`src/logic/wdt_pkg.sv`:
```
// package: register map, field layout and constants of the windowed watchdog
package wdt_pkg;
    localparam logic [7:0]  OFS_COMMAND     = 8'h00;
    localparam logic [7:0]  OFS_SETUP       = 8'h04;
    localparam logic [7:0]  OFS_FAULT_FLAGS = 8'h08;

    localparam logic [7:0]  COMMAND_KEY     = 8'hA5;
    localparam int          KEY_LSB         = 24;
    localparam int          RESTART_BIT     = 0;

    localparam logic [31:0] SETUP_RESET     = 32'h3FFF_2FFF;
    localparam int          RELOAD_LSB      = 0;
    localparam int          FAULT_IRQ_BIT   = 12;
    localparam int          RESET_EN_BIT    = 13;
    localparam int          PROC_ONLY_BIT   = 14;
    localparam int          DISABLE_BIT     = 15;
    localparam int          DELTA_LSB       = 16;
    localparam int          DEBUG_HALT_BIT  = 28;
    localparam int          IDLE_HALT_BIT   = 29;

    localparam int          UNDERFLOW_BIT   = 0;
    localparam int          WINDOW_ERR_BIT  = 1;

    localparam int          COUNT_WIDTH     = 12;
    localparam int          PRESCALE_DIV    = 128;

    typedef struct packed {
        logic                   idleHalt;
        logic                   debugHalt;
        logic [COUNT_WIDTH-1:0] restartWindowDelta;
        logic                   timerDisable;
        logic                   processorResetOnly;
        logic                   faultResetEnable;
        logic                   faultIrqEnable;
        logic [COUNT_WIDTH-1:0] reloadValue;
    } setup_s;

    typedef struct packed {
        logic faultReset;
        logic faultResetAll;
        logic faultResetProc;
        logic faultIrq;
    } fault_out_s;
endpackage : wdt_pkg

```
`src/logic/wdt_prescaler.sv`:
```
// prescaler: slow clock enable divided down to one watchdog tick
`timescale 1ns/1ps
module wdt_prescaler #(
    parameter int DIV = 128
) (
    input  wire logic sys_clk,
    input  wire logic reset_n,
    input  wire logic slowTick,
    input  wire logic restart,
    input  wire logic run,
    output logic      tick
);
    localparam int W = $clog2(DIV);
    localparam logic [W-1:0] LAST = W'(DIV - 1);

    logic [W-1:0] count;
    logic [W-1:0] next_count;
    logic         next_tick;

    always_comb begin
        next_count = count;
        next_tick  = 1'b0;
        if (restart) begin
            next_count = '0;
        end else if (run && slowTick) begin
            if (count == LAST) begin
                next_count = '0;
                next_tick  = 1'b1;
            end else begin
                next_count = count + W'(1);
            end
        end
    end

    always_ff @(posedge sys_clk or negedge reset_n) begin
        if (!reset_n) begin
            count <= '0;
            tick  <= 1'b0;
        end else begin
            count <= next_count;
            tick  <= next_tick;
        end
    end
endmodule : wdt_prescaler

```
`src/logic/windowed_watchdog_timer.sv`:
```
// windowed watchdog timer with APB register slave
//
// Added by the designer: the APB slave port.
`timescale 1ns/1ps
module windowed_watchdog_timer #(
    parameter int COUNT_WIDTH  = wdt_pkg::COUNT_WIDTH,
    parameter int PRESCALE_DIV = wdt_pkg::PRESCALE_DIV
) (
    input  wire logic               sys_clk,
    input  wire logic               reset_n,
    input  wire logic               psel,
    input  wire logic               penable,
    input  wire logic               pwrite,
    input  wire logic [7:0]         paddr,
    input  wire logic [31:0]        pwdata,
    output logic      [31:0]        prdata,
    output logic                    pready,
    output logic                    pslverr,
    input  wire logic               slowTick,
    input  wire logic               debugState,
    input  wire logic               idleState,
    output wdt_pkg::fault_out_s     faultOut
);
    wdt_pkg::setup_s        setup;
    wdt_pkg::setup_s        next_setup;
    logic                   setupLocked;
    logic                   next_setupLocked;
    logic [COUNT_WIDTH-1:0] counter;
    logic [COUNT_WIDTH-1:0] next_counter;
    logic                   underflowFlag;
    logic                   next_underflowFlag;
    logic                   windowErrorFlag;
    logic                   next_windowErrorFlag;
    logic                   faultIrq;
    logic                   next_faultIrq;
    logic                   faultLine;
    logic                   next_faultLine;
    logic                   faultProcOnly;
    logic                   next_faultProcOnly;
    logic [31:0]            next_prdata;
    logic                   tick;

    function automatic logic hit(input logic [7:0] a,
                                 input logic [7:0] ofs);
        hit = (a[7:2] == ofs[7:2]);
    endfunction : hit

    logic access;
    logic wrCommand;
    logic wrSetup;
    logic rdFlags;
    logic keyOk;
    logic restartCmd;
    logic inWindow;
    logic restartOk;
    logic windowErr;
    logic running;
    logic underflow;
    logic setupWrite;

    assign pready  = 1'b1;
    assign pslverr = 1'b0;
    assign access  = psel && penable;
    assign wrCommand = access && pwrite && hit(paddr, wdt_pkg::OFS_COMMAND);
    assign wrSetup   = access && pwrite && hit(paddr, wdt_pkg::OFS_SETUP);
    assign rdFlags   = access && !pwrite
                       && hit(paddr, wdt_pkg::OFS_FAULT_FLAGS);
    assign keyOk = (pwdata[wdt_pkg::KEY_LSB +: 8] == wdt_pkg::COMMAND_KEY);
    assign restartCmd = wrCommand && keyOk
                        && pwdata[wdt_pkg::RESTART_BIT];
    assign inWindow  = (counter <= setup.restartWindowDelta);
    assign restartOk = restartCmd && inWindow;
    // error is raised even while disabled, as the window check is independent
    assign windowErr = restartCmd && !inWindow;
    assign setupWrite = wrSetup && !setupLocked;
    assign running = !setup.timerDisable
                     && !(setup.debugHalt && debugState)
                     && !(setup.idleHalt && idleState);
    assign underflow = running && tick && (counter == '0);

    wdt_prescaler #(
        .DIV     (PRESCALE_DIV)
    ) u_prescaler (
        .sys_clk (sys_clk),
        .reset_n (reset_n),
        .slowTick(slowTick),
        .restart (restartOk || setupWrite),
        .run     (running),
        .tick    (tick)
    );

    always_comb begin
        next_setup       = setup;
        next_setupLocked = setupLocked;
        if (setupWrite) begin
            // the setup struct covers bits 29:0; bits 31:30 are not kept
            next_setup       = wdt_pkg::setup_s'(pwdata[29:0]);
            next_setupLocked = 1'b1;
        end
    end

    always_comb begin
        next_counter = counter;
        if (setupWrite) begin
            next_counter = pwdata[wdt_pkg::RELOAD_LSB +: COUNT_WIDTH];
        end else if (restartOk) begin
            next_counter = setup.reloadValue;
        end else if (running && tick) begin
            // underflow wraps back to the reload value and keeps going
            next_counter = (counter == '0) ? setup.reloadValue
                                           : counter - COUNT_WIDTH'(1);
        end
    end

    always_comb begin
        logic newFault;
        newFault = underflow || windowErr;
        next_underflowFlag   = underflowFlag;
        next_windowErrorFlag = windowErrorFlag;
        next_faultIrq        = faultIrq;
        next_faultLine       = faultLine;
        next_faultProcOnly   = faultProcOnly;
        if (rdFlags) begin
            next_underflowFlag   = 1'b0;
            next_windowErrorFlag = 1'b0;
            next_faultIrq        = 1'b0;
            next_faultLine       = 1'b0;
        end
        // a fault in the read cycle survives the clear
        if (underflow) begin
            next_underflowFlag = 1'b1;
        end
        if (windowErr) begin
            next_windowErrorFlag = 1'b1;
        end
        if (newFault && setup.faultIrqEnable) begin
            next_faultIrq = 1'b1;
        end
        if (newFault && setup.faultResetEnable) begin
            next_faultLine     = 1'b1;
            next_faultProcOnly = setup.processorResetOnly;
        end
    end

    always_comb begin
        next_prdata = 32'h0000_0000;
        if (psel && !penable && !pwrite) begin
            if (hit(paddr, wdt_pkg::OFS_SETUP)) begin
                next_prdata = 32'(setup);
            end else if (hit(paddr, wdt_pkg::OFS_FAULT_FLAGS)) begin
                next_prdata[wdt_pkg::UNDERFLOW_BIT]  = underflowFlag;
                next_prdata[wdt_pkg::WINDOW_ERR_BIT] = windowErrorFlag;
            end
        end else if (access) begin
            next_prdata = prdata;
        end
    end

    always_ff @(posedge sys_clk or negedge reset_n) begin
        if (!reset_n) begin
            setup           <= wdt_pkg::setup_s'(wdt_pkg::SETUP_RESET[29:0]);
            setupLocked     <= 1'b0;
            counter         <= wdt_pkg::SETUP_RESET[COUNT_WIDTH-1:0];
            underflowFlag   <= 1'b0;
            windowErrorFlag <= 1'b0;
            faultIrq        <= 1'b0;
            faultLine       <= 1'b0;
            faultProcOnly   <= 1'b0;
            prdata          <= 32'h0000_0000;
        end else begin
            setup           <= next_setup;
            setupLocked     <= next_setupLocked;
            counter         <= next_counter;
            underflowFlag   <= next_underflowFlag;
            windowErrorFlag <= next_windowErrorFlag;
            faultIrq        <= next_faultIrq;
            faultLine       <= next_faultLine;
            faultProcOnly   <= next_faultProcOnly;
            prdata          <= next_prdata;
        end
    end

    always_comb begin
        faultOut.faultIrq       = faultIrq;
        faultOut.faultReset     = faultLine;
        faultOut.faultResetAll  = faultLine && !faultProcOnly;
        faultOut.faultResetProc = faultLine;
    end

    setup_once_a: assert property (@(posedge sys_clk) disable iff (!reset_n)
        setupLocked && wrSetup |=> $stable(setup))
        else $error("setup changed after lock");
    bad_key_a: assert property (@(posedge sys_clk) disable iff (!reset_n)
        wrCommand && !keyOk && !tick && !underflow && !rdFlags
        |=> $stable(counter) && $stable(windowErrorFlag))
        else $error("bad key write had effect");
    reload_ok_a: assert property (@(posedge sys_clk) disable iff (!reset_n)
        restartOk && !setupWrite |=> counter == $past(setup.reloadValue))
        else $error("restart did not reload");
    window_err_a: assert property (@(posedge sys_clk) disable iff (!reset_n)
        windowErr |=> windowErrorFlag)
        else $error("window error not flagged");
    underflow_flag_a: assert property (@(posedge sys_clk)
        disable iff (!reset_n)
        underflow |=> underflowFlag ##0 (faultLine == $past(setup.faultResetEnable)
            || $past(faultLine)))
        else $error("underflow not flagged");
    read_clear_a: assert property (@(posedge sys_clk) disable iff (!reset_n)
        rdFlags && !underflow && !windowErr
        |=> !underflowFlag && !windowErrorFlag && !faultIrq)
        else $error("status read did not clear");
    halt_hold_a: assert property (@(posedge sys_clk) disable iff (!reset_n)
        !running && !restartOk && !setupWrite |=> $stable(counter))
        else $error("counter moved while halted");
    irq_gate_a: assert property (@(posedge sys_clk) disable iff (!reset_n)
        !setup.faultIrqEnable && !faultIrq && !setupWrite
        |=> !faultIrq)
        else $error("irq raised while masked");
    scope_a: assert property (@(posedge sys_clk) disable iff (!reset_n)
        faultOut.faultResetAll |-> faultLine && !faultProcOnly)
        else $error("reset scope wrong");

    restart_cover: cover property (@(posedge sys_clk) restartOk);
    error_cover: cover property (@(posedge sys_clk) windowErr);
    underflow_cover: cover property (@(posedge sys_clk) underflow);
    clear_cover: cover property (@(posedge sys_clk) rdFlags && underflowFlag);
endmodule : windowed_watchdog_timer

```
`config.mk`:
```
export PLATFORM = sky130hd
export DESIGN_NAME = windowed_watchdog_timer
export DESIGN_NICKNAME = d
export VERILOG_FILES = /design/src/logic/wdt_pkg.sv /design/src/logic/wdt_prescaler.sv /design/src/logic/windowed_watchdog_timer.sv
export SDC_FILE = /design/constraint.sdc
export NUM_CORES = 1
export LEC_CHECK = 0
export CAP_MARGIN = 20
export CORE_AREA = 2 2 99 101
export CTS_CLUSTER_SIZE = 16
export DETAILED_ROUTE_END_ITERATION = 10
export DIE_AREA = 0 0 101 103
export DONT_BUFFER_PORTS = 1
export SLEW_MARGIN = 25
export SYNTH_ARGS = -nofsm -noshare
export SYNTH_HDL_FRONTEND = slang
export SYNTH_SLANG_ARGS = --single-unit
```
`constraint.sdc`:
```
create_clock -name sys_clk -period 2.7 [get_ports sys_clk]
set_input_delay 0.27 -clock sys_clk [delete_from_list [all_inputs] [get_ports sys_clk]]
set_output_delay 0.27 -clock sys_clk [all_outputs]
set_load 0.05 [all_outputs]
```
=== Word-level counts from Yosys, hierarchy flattened ===
Cells that the tools add are included.

* Bits in registers: 88
* Input bits: 48
* Word-level logic and storage cells: 87

* Add/sub/neg operators: 2
* $lt $le $gt $ge: 1
* Equal/unequal tests: 5
* Muxes and demuxes: 20
* Reduce and logical (&&, ||, !) cells: 41

{| class="wikitable"
|+ Operator list
! operator !! number
|-
| 2-to-1 mux 32 bit || 2
|-
| 2-to-1 mux 12 bit || 4
|-
| 2-to-1 mux 28 bit || 1
|-
| logical AND 1 bit || 23
|-
| 2-to-1 mux 7 bit || 3
|-
| less-or-equal comparator 12 bit || 1
|-
| logical NOT 12 bit || 1
|-
| subtractor 12 x 1 -> 12 bit, second input constant || 1
|-
| nonzero test 2 bit || 5
|-
| == test 8 bit, second input constant || 1
|-
| logical NOT 1 bit || 8
|-
| 2-to-1 mux 1 bit || 8
|-
| adder 7 x 1 -> 7 bit, second input constant || 1
|-
| == test 7 bit, second input constant || 1
|-
| == test 6 x 1 -> 1 bit, second input constant || 1
|-
| == test 6 x 2 -> 1 bit, second input constant || 1
|-
| logical NOT 6 bit || 1
|-
| 2-to-1 mux 2 bit || 2
|-
| nonzero test 3 bit || 1
|-
| logical OR 1 bit || 2
|-
| != test 2 x 1 -> 1 bit, second input constant || 1
|}

=== Logic depth before layout (Yosys ltp) ===
* Depth after elaboration: 9
* Mapped depth: 10

=== Hierarchy ===
From an unflattened synthesis, not the netlist that was laid out.

* Cells, all modules: 425
* Area total of the unflattened synthesis: 4344.2 um^2

{| class="wikitable"
|+ Modules (own cells, without submodules)
! module !! instances !! cells each !! area each (um^2)
|-
| windowed_watchdog_timer || 1 || 382 || 3931.3
|-
| wdt_prescaler || 1 || 43 || 412.9
|}

=== Worst setup path before layout ===
OpenSTA, ideal clock, no wires.

* Path kind: register to register
* From: register setup[26] in the netlist's numbering
* To: register counter[6]
* Library setup time: 0.077 ns
* Arrival: 2.284 ns
* Setup slack: 0.339 ns
* Cell stages (with the launch flop): 10
* Buffers on the path: 0
* Clock period less this slack: 2.361 ns
* Cell sequence: dfstp_2 inv_1 ha_1 nand4_1 or3_1 o31ai_1 a31oi_1 and3_1 or3_1 a31oi_1

* Word-level cells in the longest chain between the ends: 4
* Elaborated cells on any way between the ends: 5
* Classes of those cells: order compare: 1; mux: 2; reduce/logical: 2

{| class="wikitable"
|+ RTL lines
! what !! line !! text
|-
| from (decl) || windowed_watchdog_timer.sv:24 || <nowiki>wdt_pkg::setup_s setup;</nowiki>
|-
| from (signal assigned) || windowed_watchdog_timer.sv:161 || <nowiki>setup <= wdt_pkg::setup_s'(wdt_pkg::SETUP_RESET[29:0]);</nowiki>
|-
| from (signal assigned) || windowed_watchdog_timer.sv:171 || <nowiki>setup <= next_setup;</nowiki>
|-
| less-or-equal comparator 12 bit (*) || windowed_watchdog_timer.sv:71 || <nowiki>assign inWindow = (counter <= setup.restartWindowDelta);</nowiki>
|-
| logical AND 1 bit (*) || windowed_watchdog_timer.sv:72 || <nowiki>assign restartOk = restartCmd && inWindow;</nowiki>
|-
| 2-to-1 mux 12 bit || windowed_watchdog_timer.sv:106 || <nowiki>end else if (restartOk) begin</nowiki>
|-
| 2-to-1 mux 12 bit || windowed_watchdog_timer.sv:104 || <nowiki>if (setupWrite) begin</nowiki>
|-
| to (signal assigned) || windowed_watchdog_timer.sv:163 || <nowiki>counter <= wdt_pkg::SETUP_RESET[COUNT_WIDTH-1:0];</nowiki>
|-
| to (signal assigned) || windowed_watchdog_timer.sv:173 || <nowiki>counter <= next_counter;</nowiki>
|-
| to (decl) || windowed_watchdog_timer.sv:28 || <nowiki>logic [COUNT_WIDTH-1:0] counter;</nowiki>
|}

Mark *: on every way between the ends. The rest lies on a longest branch, timed or not.
A chain may end at the register's enable or synchronous reset.

=== Worst setup path in the final report ===
* From: register counter[0]
* To: register counter[6]

* Word-level cells in the longest chain between the ends: 5
* Elaborated cells on any way between the ends: 9
* Classes of those cells: add/sub: 1; order compare: 1; mux: 4; reduce/logical: 3

{| class="wikitable"
|+ RTL lines
! what !! line !! text
|-
| subtractor 12 x 1 -> 12 bit / logical NOT 12 bit (equally long branches) || windowed_watchdog_timer.sv:111, windowed_watchdog_timer.sv:110 ||
|-
| 2-to-1 mux 12 bit || windowed_watchdog_timer.sv:110 || <nowiki>next_counter = (counter == '0) ? setup.reloadValue</nowiki>
|-
| 2-to-1 mux 12 bit || windowed_watchdog_timer.sv:108 || <nowiki>end else if (running && tick) begin</nowiki>
|-
| 2-to-1 mux 12 bit || windowed_watchdog_timer.sv:106 ||
|-
| 2-to-1 mux 12 bit || windowed_watchdog_timer.sv:104 ||
|}

Parallel ways exist; a longest one is shown, timed or not. The select of a mux whose other input is x is not followed.

==> reports/qor.txt <==
Status: finished clean
Post-layout util: 50.38%
Top_reg_cell synth: dfrtp_1
Internal: 0.002214 W
Vias in the first global route: 3143
Synth-to-Final Area Change: 15.25%
Rows: 36
Antenna cell count: 0
Comb pwr share: 12.6%
Tightest Pin Transition: 729.9 ps
# DRC: 0
Htree depth: 3
Pins over their slew limit: 0
Avg Vias per Cell: 5.527
Met1 Usage GRT: 26.77%
Final setup skew: 8.225 ps
DP Worst Slack: 126.6 ps
GR Util met2: 30.82%
R2r endpoint: counter[6]
Global-route wire length before repair: 15930 µm
Die height: 103 µm
Flop pwr share: 50.8%
CTS tree: yes
Final instance area: 4766 µm²
Dpl cell area: 4295 µm²
Starting Density: 43.72%
GR Overflow Total: 0
Routed Antenna Nets: 0
Detailed-route wire length: 9581 µm
Seq/Total Area, Yosys: 53.22%
Gpl congestion: 0.8030
Worst-Skew Late Latency: 370 ps
Worst Setup End Kind: flip-flop
Die area: 10400 µm²
Worst-path clk slew: 90 ps
Overall Global Routing Usage: 20.13%
Unrepaired setup endpoints after global routing: yes
Hold Crit Class: in2reg
Most common cell after layout, fill and taps aside: nand2_1
Final setup TNS: 0 ps
Core area: 9459 µm²
Post-Syn Instances: 422
FF+latch count, synth: 86
DR iter-0 viols: 132
Clk sinks: 86
Layer with the highest usage: met2
GRT met3 Usage: 6.305%
CP Max Fanout: 5
TritonRoute pass-1 iters: 4
WHS Endpoint: setup[19]
Share of flip-flops with an asynchronous set or reset: 100.0%
Min cycle time layout: 2553 ps
Number of flops mapped to enable cells by yosys: 0
Largest net degree at the start of global routing: 87
Via count: 3123
IO buf count: 0
Yosys warnings: 0
WS Path Type: reg2reg
Clock root buffer: clkbuf_8
Hold Path Depth: 2
Max_cap viols: 0
Fin. Hold Viols: 0
CTS Buf Count: 9
Synth unique cells: 50
VDD IR max: 0.0003392 V
Final period utilization: 94.55%
Worst Slack Setup Final: 147.2 ps
Crit path launch type: flip-flop
Detail Placement HPWL: 6724 µm
Netlist Area Pre-Place: 4135 µm²
Sw Share: 26.38%
Initial antenna violation count: 0
Worst R2R Setup Slack: 150 ps
Layout cells sized above 1: 17.52%
Top Ports: 86
Psw: 0.0007934 W
Power share of the clock group: 36.6%
Fmax: 391.7 MHz
CTS max path bufs: 2
Die X: 101 µm
Pwr/cell area: 631.1 nW/µm²
Synth Area per Inst: 9.799 µm²
Leak Pwr: 2.231 nW
R2R depth: 9
Worst path required time: 2990 ps
Hold Crit Start: pwdata[19]
Nets: 509
Worst EP arrival: 2840 ps
Worst r2r src: counter[0]
Wire per inst: 16.96 µm
Setup violators final: 0
Most frequent cells in the layout: nand2_1 (88), dfrtp_1 (47), dfstp_2 (39)
Slew margin rel.: 51.34%
-- cell families after synthesis --
| family | share of synthesized area (%) |
|---|---|
| other cells | 0.1816 |
| mux | 0.5144 |
| compound gates | 15.43 |
| buf+inv | 4.569 |
| simple gates | 19.00 |
| flops | 53.22 |
| xor+xnor | 2.542 |
| fa+ha+maj | 4.539 |
-- worst max-delay path by stage --
| stage | start | endpoint | slack [ps] | cells after the start |
|---|---|---|---|---|
| 3_3_place_gp | setup[26] | counter[8] | 150 | 9 |
| 6_report | counter[0] | counter[6] | 150 | 9 |
| 5_1_grt | setup[26] | faultProcOnly | -5 | 8 |
| 3_5_place_dp | setup[26] | counter[8] | 130 | 9 |
| 2_1_floorplan | setup[26] | counter[6] | 340 | 9 |
| 4_1_cts | setup[26] | counter[6] | 100 | 9 |
-- final cells by class --
type | count | area (µm²)
fillers | 883 | 4693
flip-flops and latches | 86 | 2201
multi-input cells | 296 | 1779
repair buffers | 36 | 335.3
well taps | 114 | 142.6
clock buffers | 9 | 123.9
clock inverters | 7 | 120.1
inverters | 17 | 63.81
-- metrics by stage --
step           total power, W  std cells  hold slack [ps]
6_report             0.003008        565            4.297
5_1_grt              0.003186        565          0.06134
4_1_cts              0.003025        559            1.266
3_5_place_dp         0.001875        529           -23.17
3_3_place_gp         0.001860        529           -22.16
2_1_floorplan        0.001794        424           -25.59
-- synth_stat cells, types with 3 or more instances --
library cell | instances | share of area [%]
dfrtp_1 | 47 | 28
dfstp_2 | 39 | 25
a21oi_1 | 10 | 1.2
inv_1 | 17 | 1.5
buf_4 | 7 | 1.3
nor3_1 | 9 | 1.1
a31oi_1 | 20 | 3.0
and3_1 | 3 | 0.45
nor4_1 | 6 | 0.91
nor2_1 | 31 | 2.8
nand3_1 | 5 | 0.61
xor2_1 | 8 | 1.7
clkbuf_1 | 14 | 1.3
a22o_1 | 28 | 5.9
ha_1 | 15 | 4.5
nand2b_1 | 4 | 0.61
o21ai_0 | 15 | 1.8
nand2_1 | 88 | 8.0
xnor2_1 | 4 | 0.85
or3_1 | 3 | 0.45
buf_2 | 4 | 0.48
nor2b_1 | 6 | 0.91
nand4_1 | 5 | 0.76
-- layer usage --
metal,vias up,share of wire (%)
met2,74,45
met3,18,5.2
met1,1520,47
li1,1511,-
met4,0,2.5
met5,-,0
-- sequential cells by signal, summed over array words and instances, names as in the netlist --
signal	cells
setupLocked	1
counter	12
faultIrq	1
u_prescaler.count	7
faultProcOnly	1
underflowFlag	1
faultLine	1
prdata	30
setup	30
windowErrorFlag	1
u_prescaler.tick	1
-- critical path: stages, from the launching register on --
cell,delay [ps]
dfstp_2,590
inv_1,100
ha_1,280
nand4_1,110
or3_1,390
o31ai_2,200
a31oi_2,90
and3_1,170
or3_1,340
a31oi_1,200
-- timing repair --
| action | 4_1_cts | 5_1_grt |
|---|---|---|
| gates resized for setup | 0 | 2 |
| hold endpoints to repair | 98 | 5 |
| setup endpoints to repair | 0 | 3 |
| hold buffers | 14 | 5 |
| buffers inserted | 0 | 1 |
-- power by group through the flow --
stage	Sequential, W	Combinational (W)	Clock [W]
after floorplan	0.00152	0.000274	0
after global placement	0.00155	0.000312	0
after detailed placement	0.00155	0.000324	0
after CTS	0.00153	0.000372	0.00112
after global routing	0.00155	0.000437	0.00120
final	0.00153	0.000378	0.00110
Power figures use the tool's default switching activity.
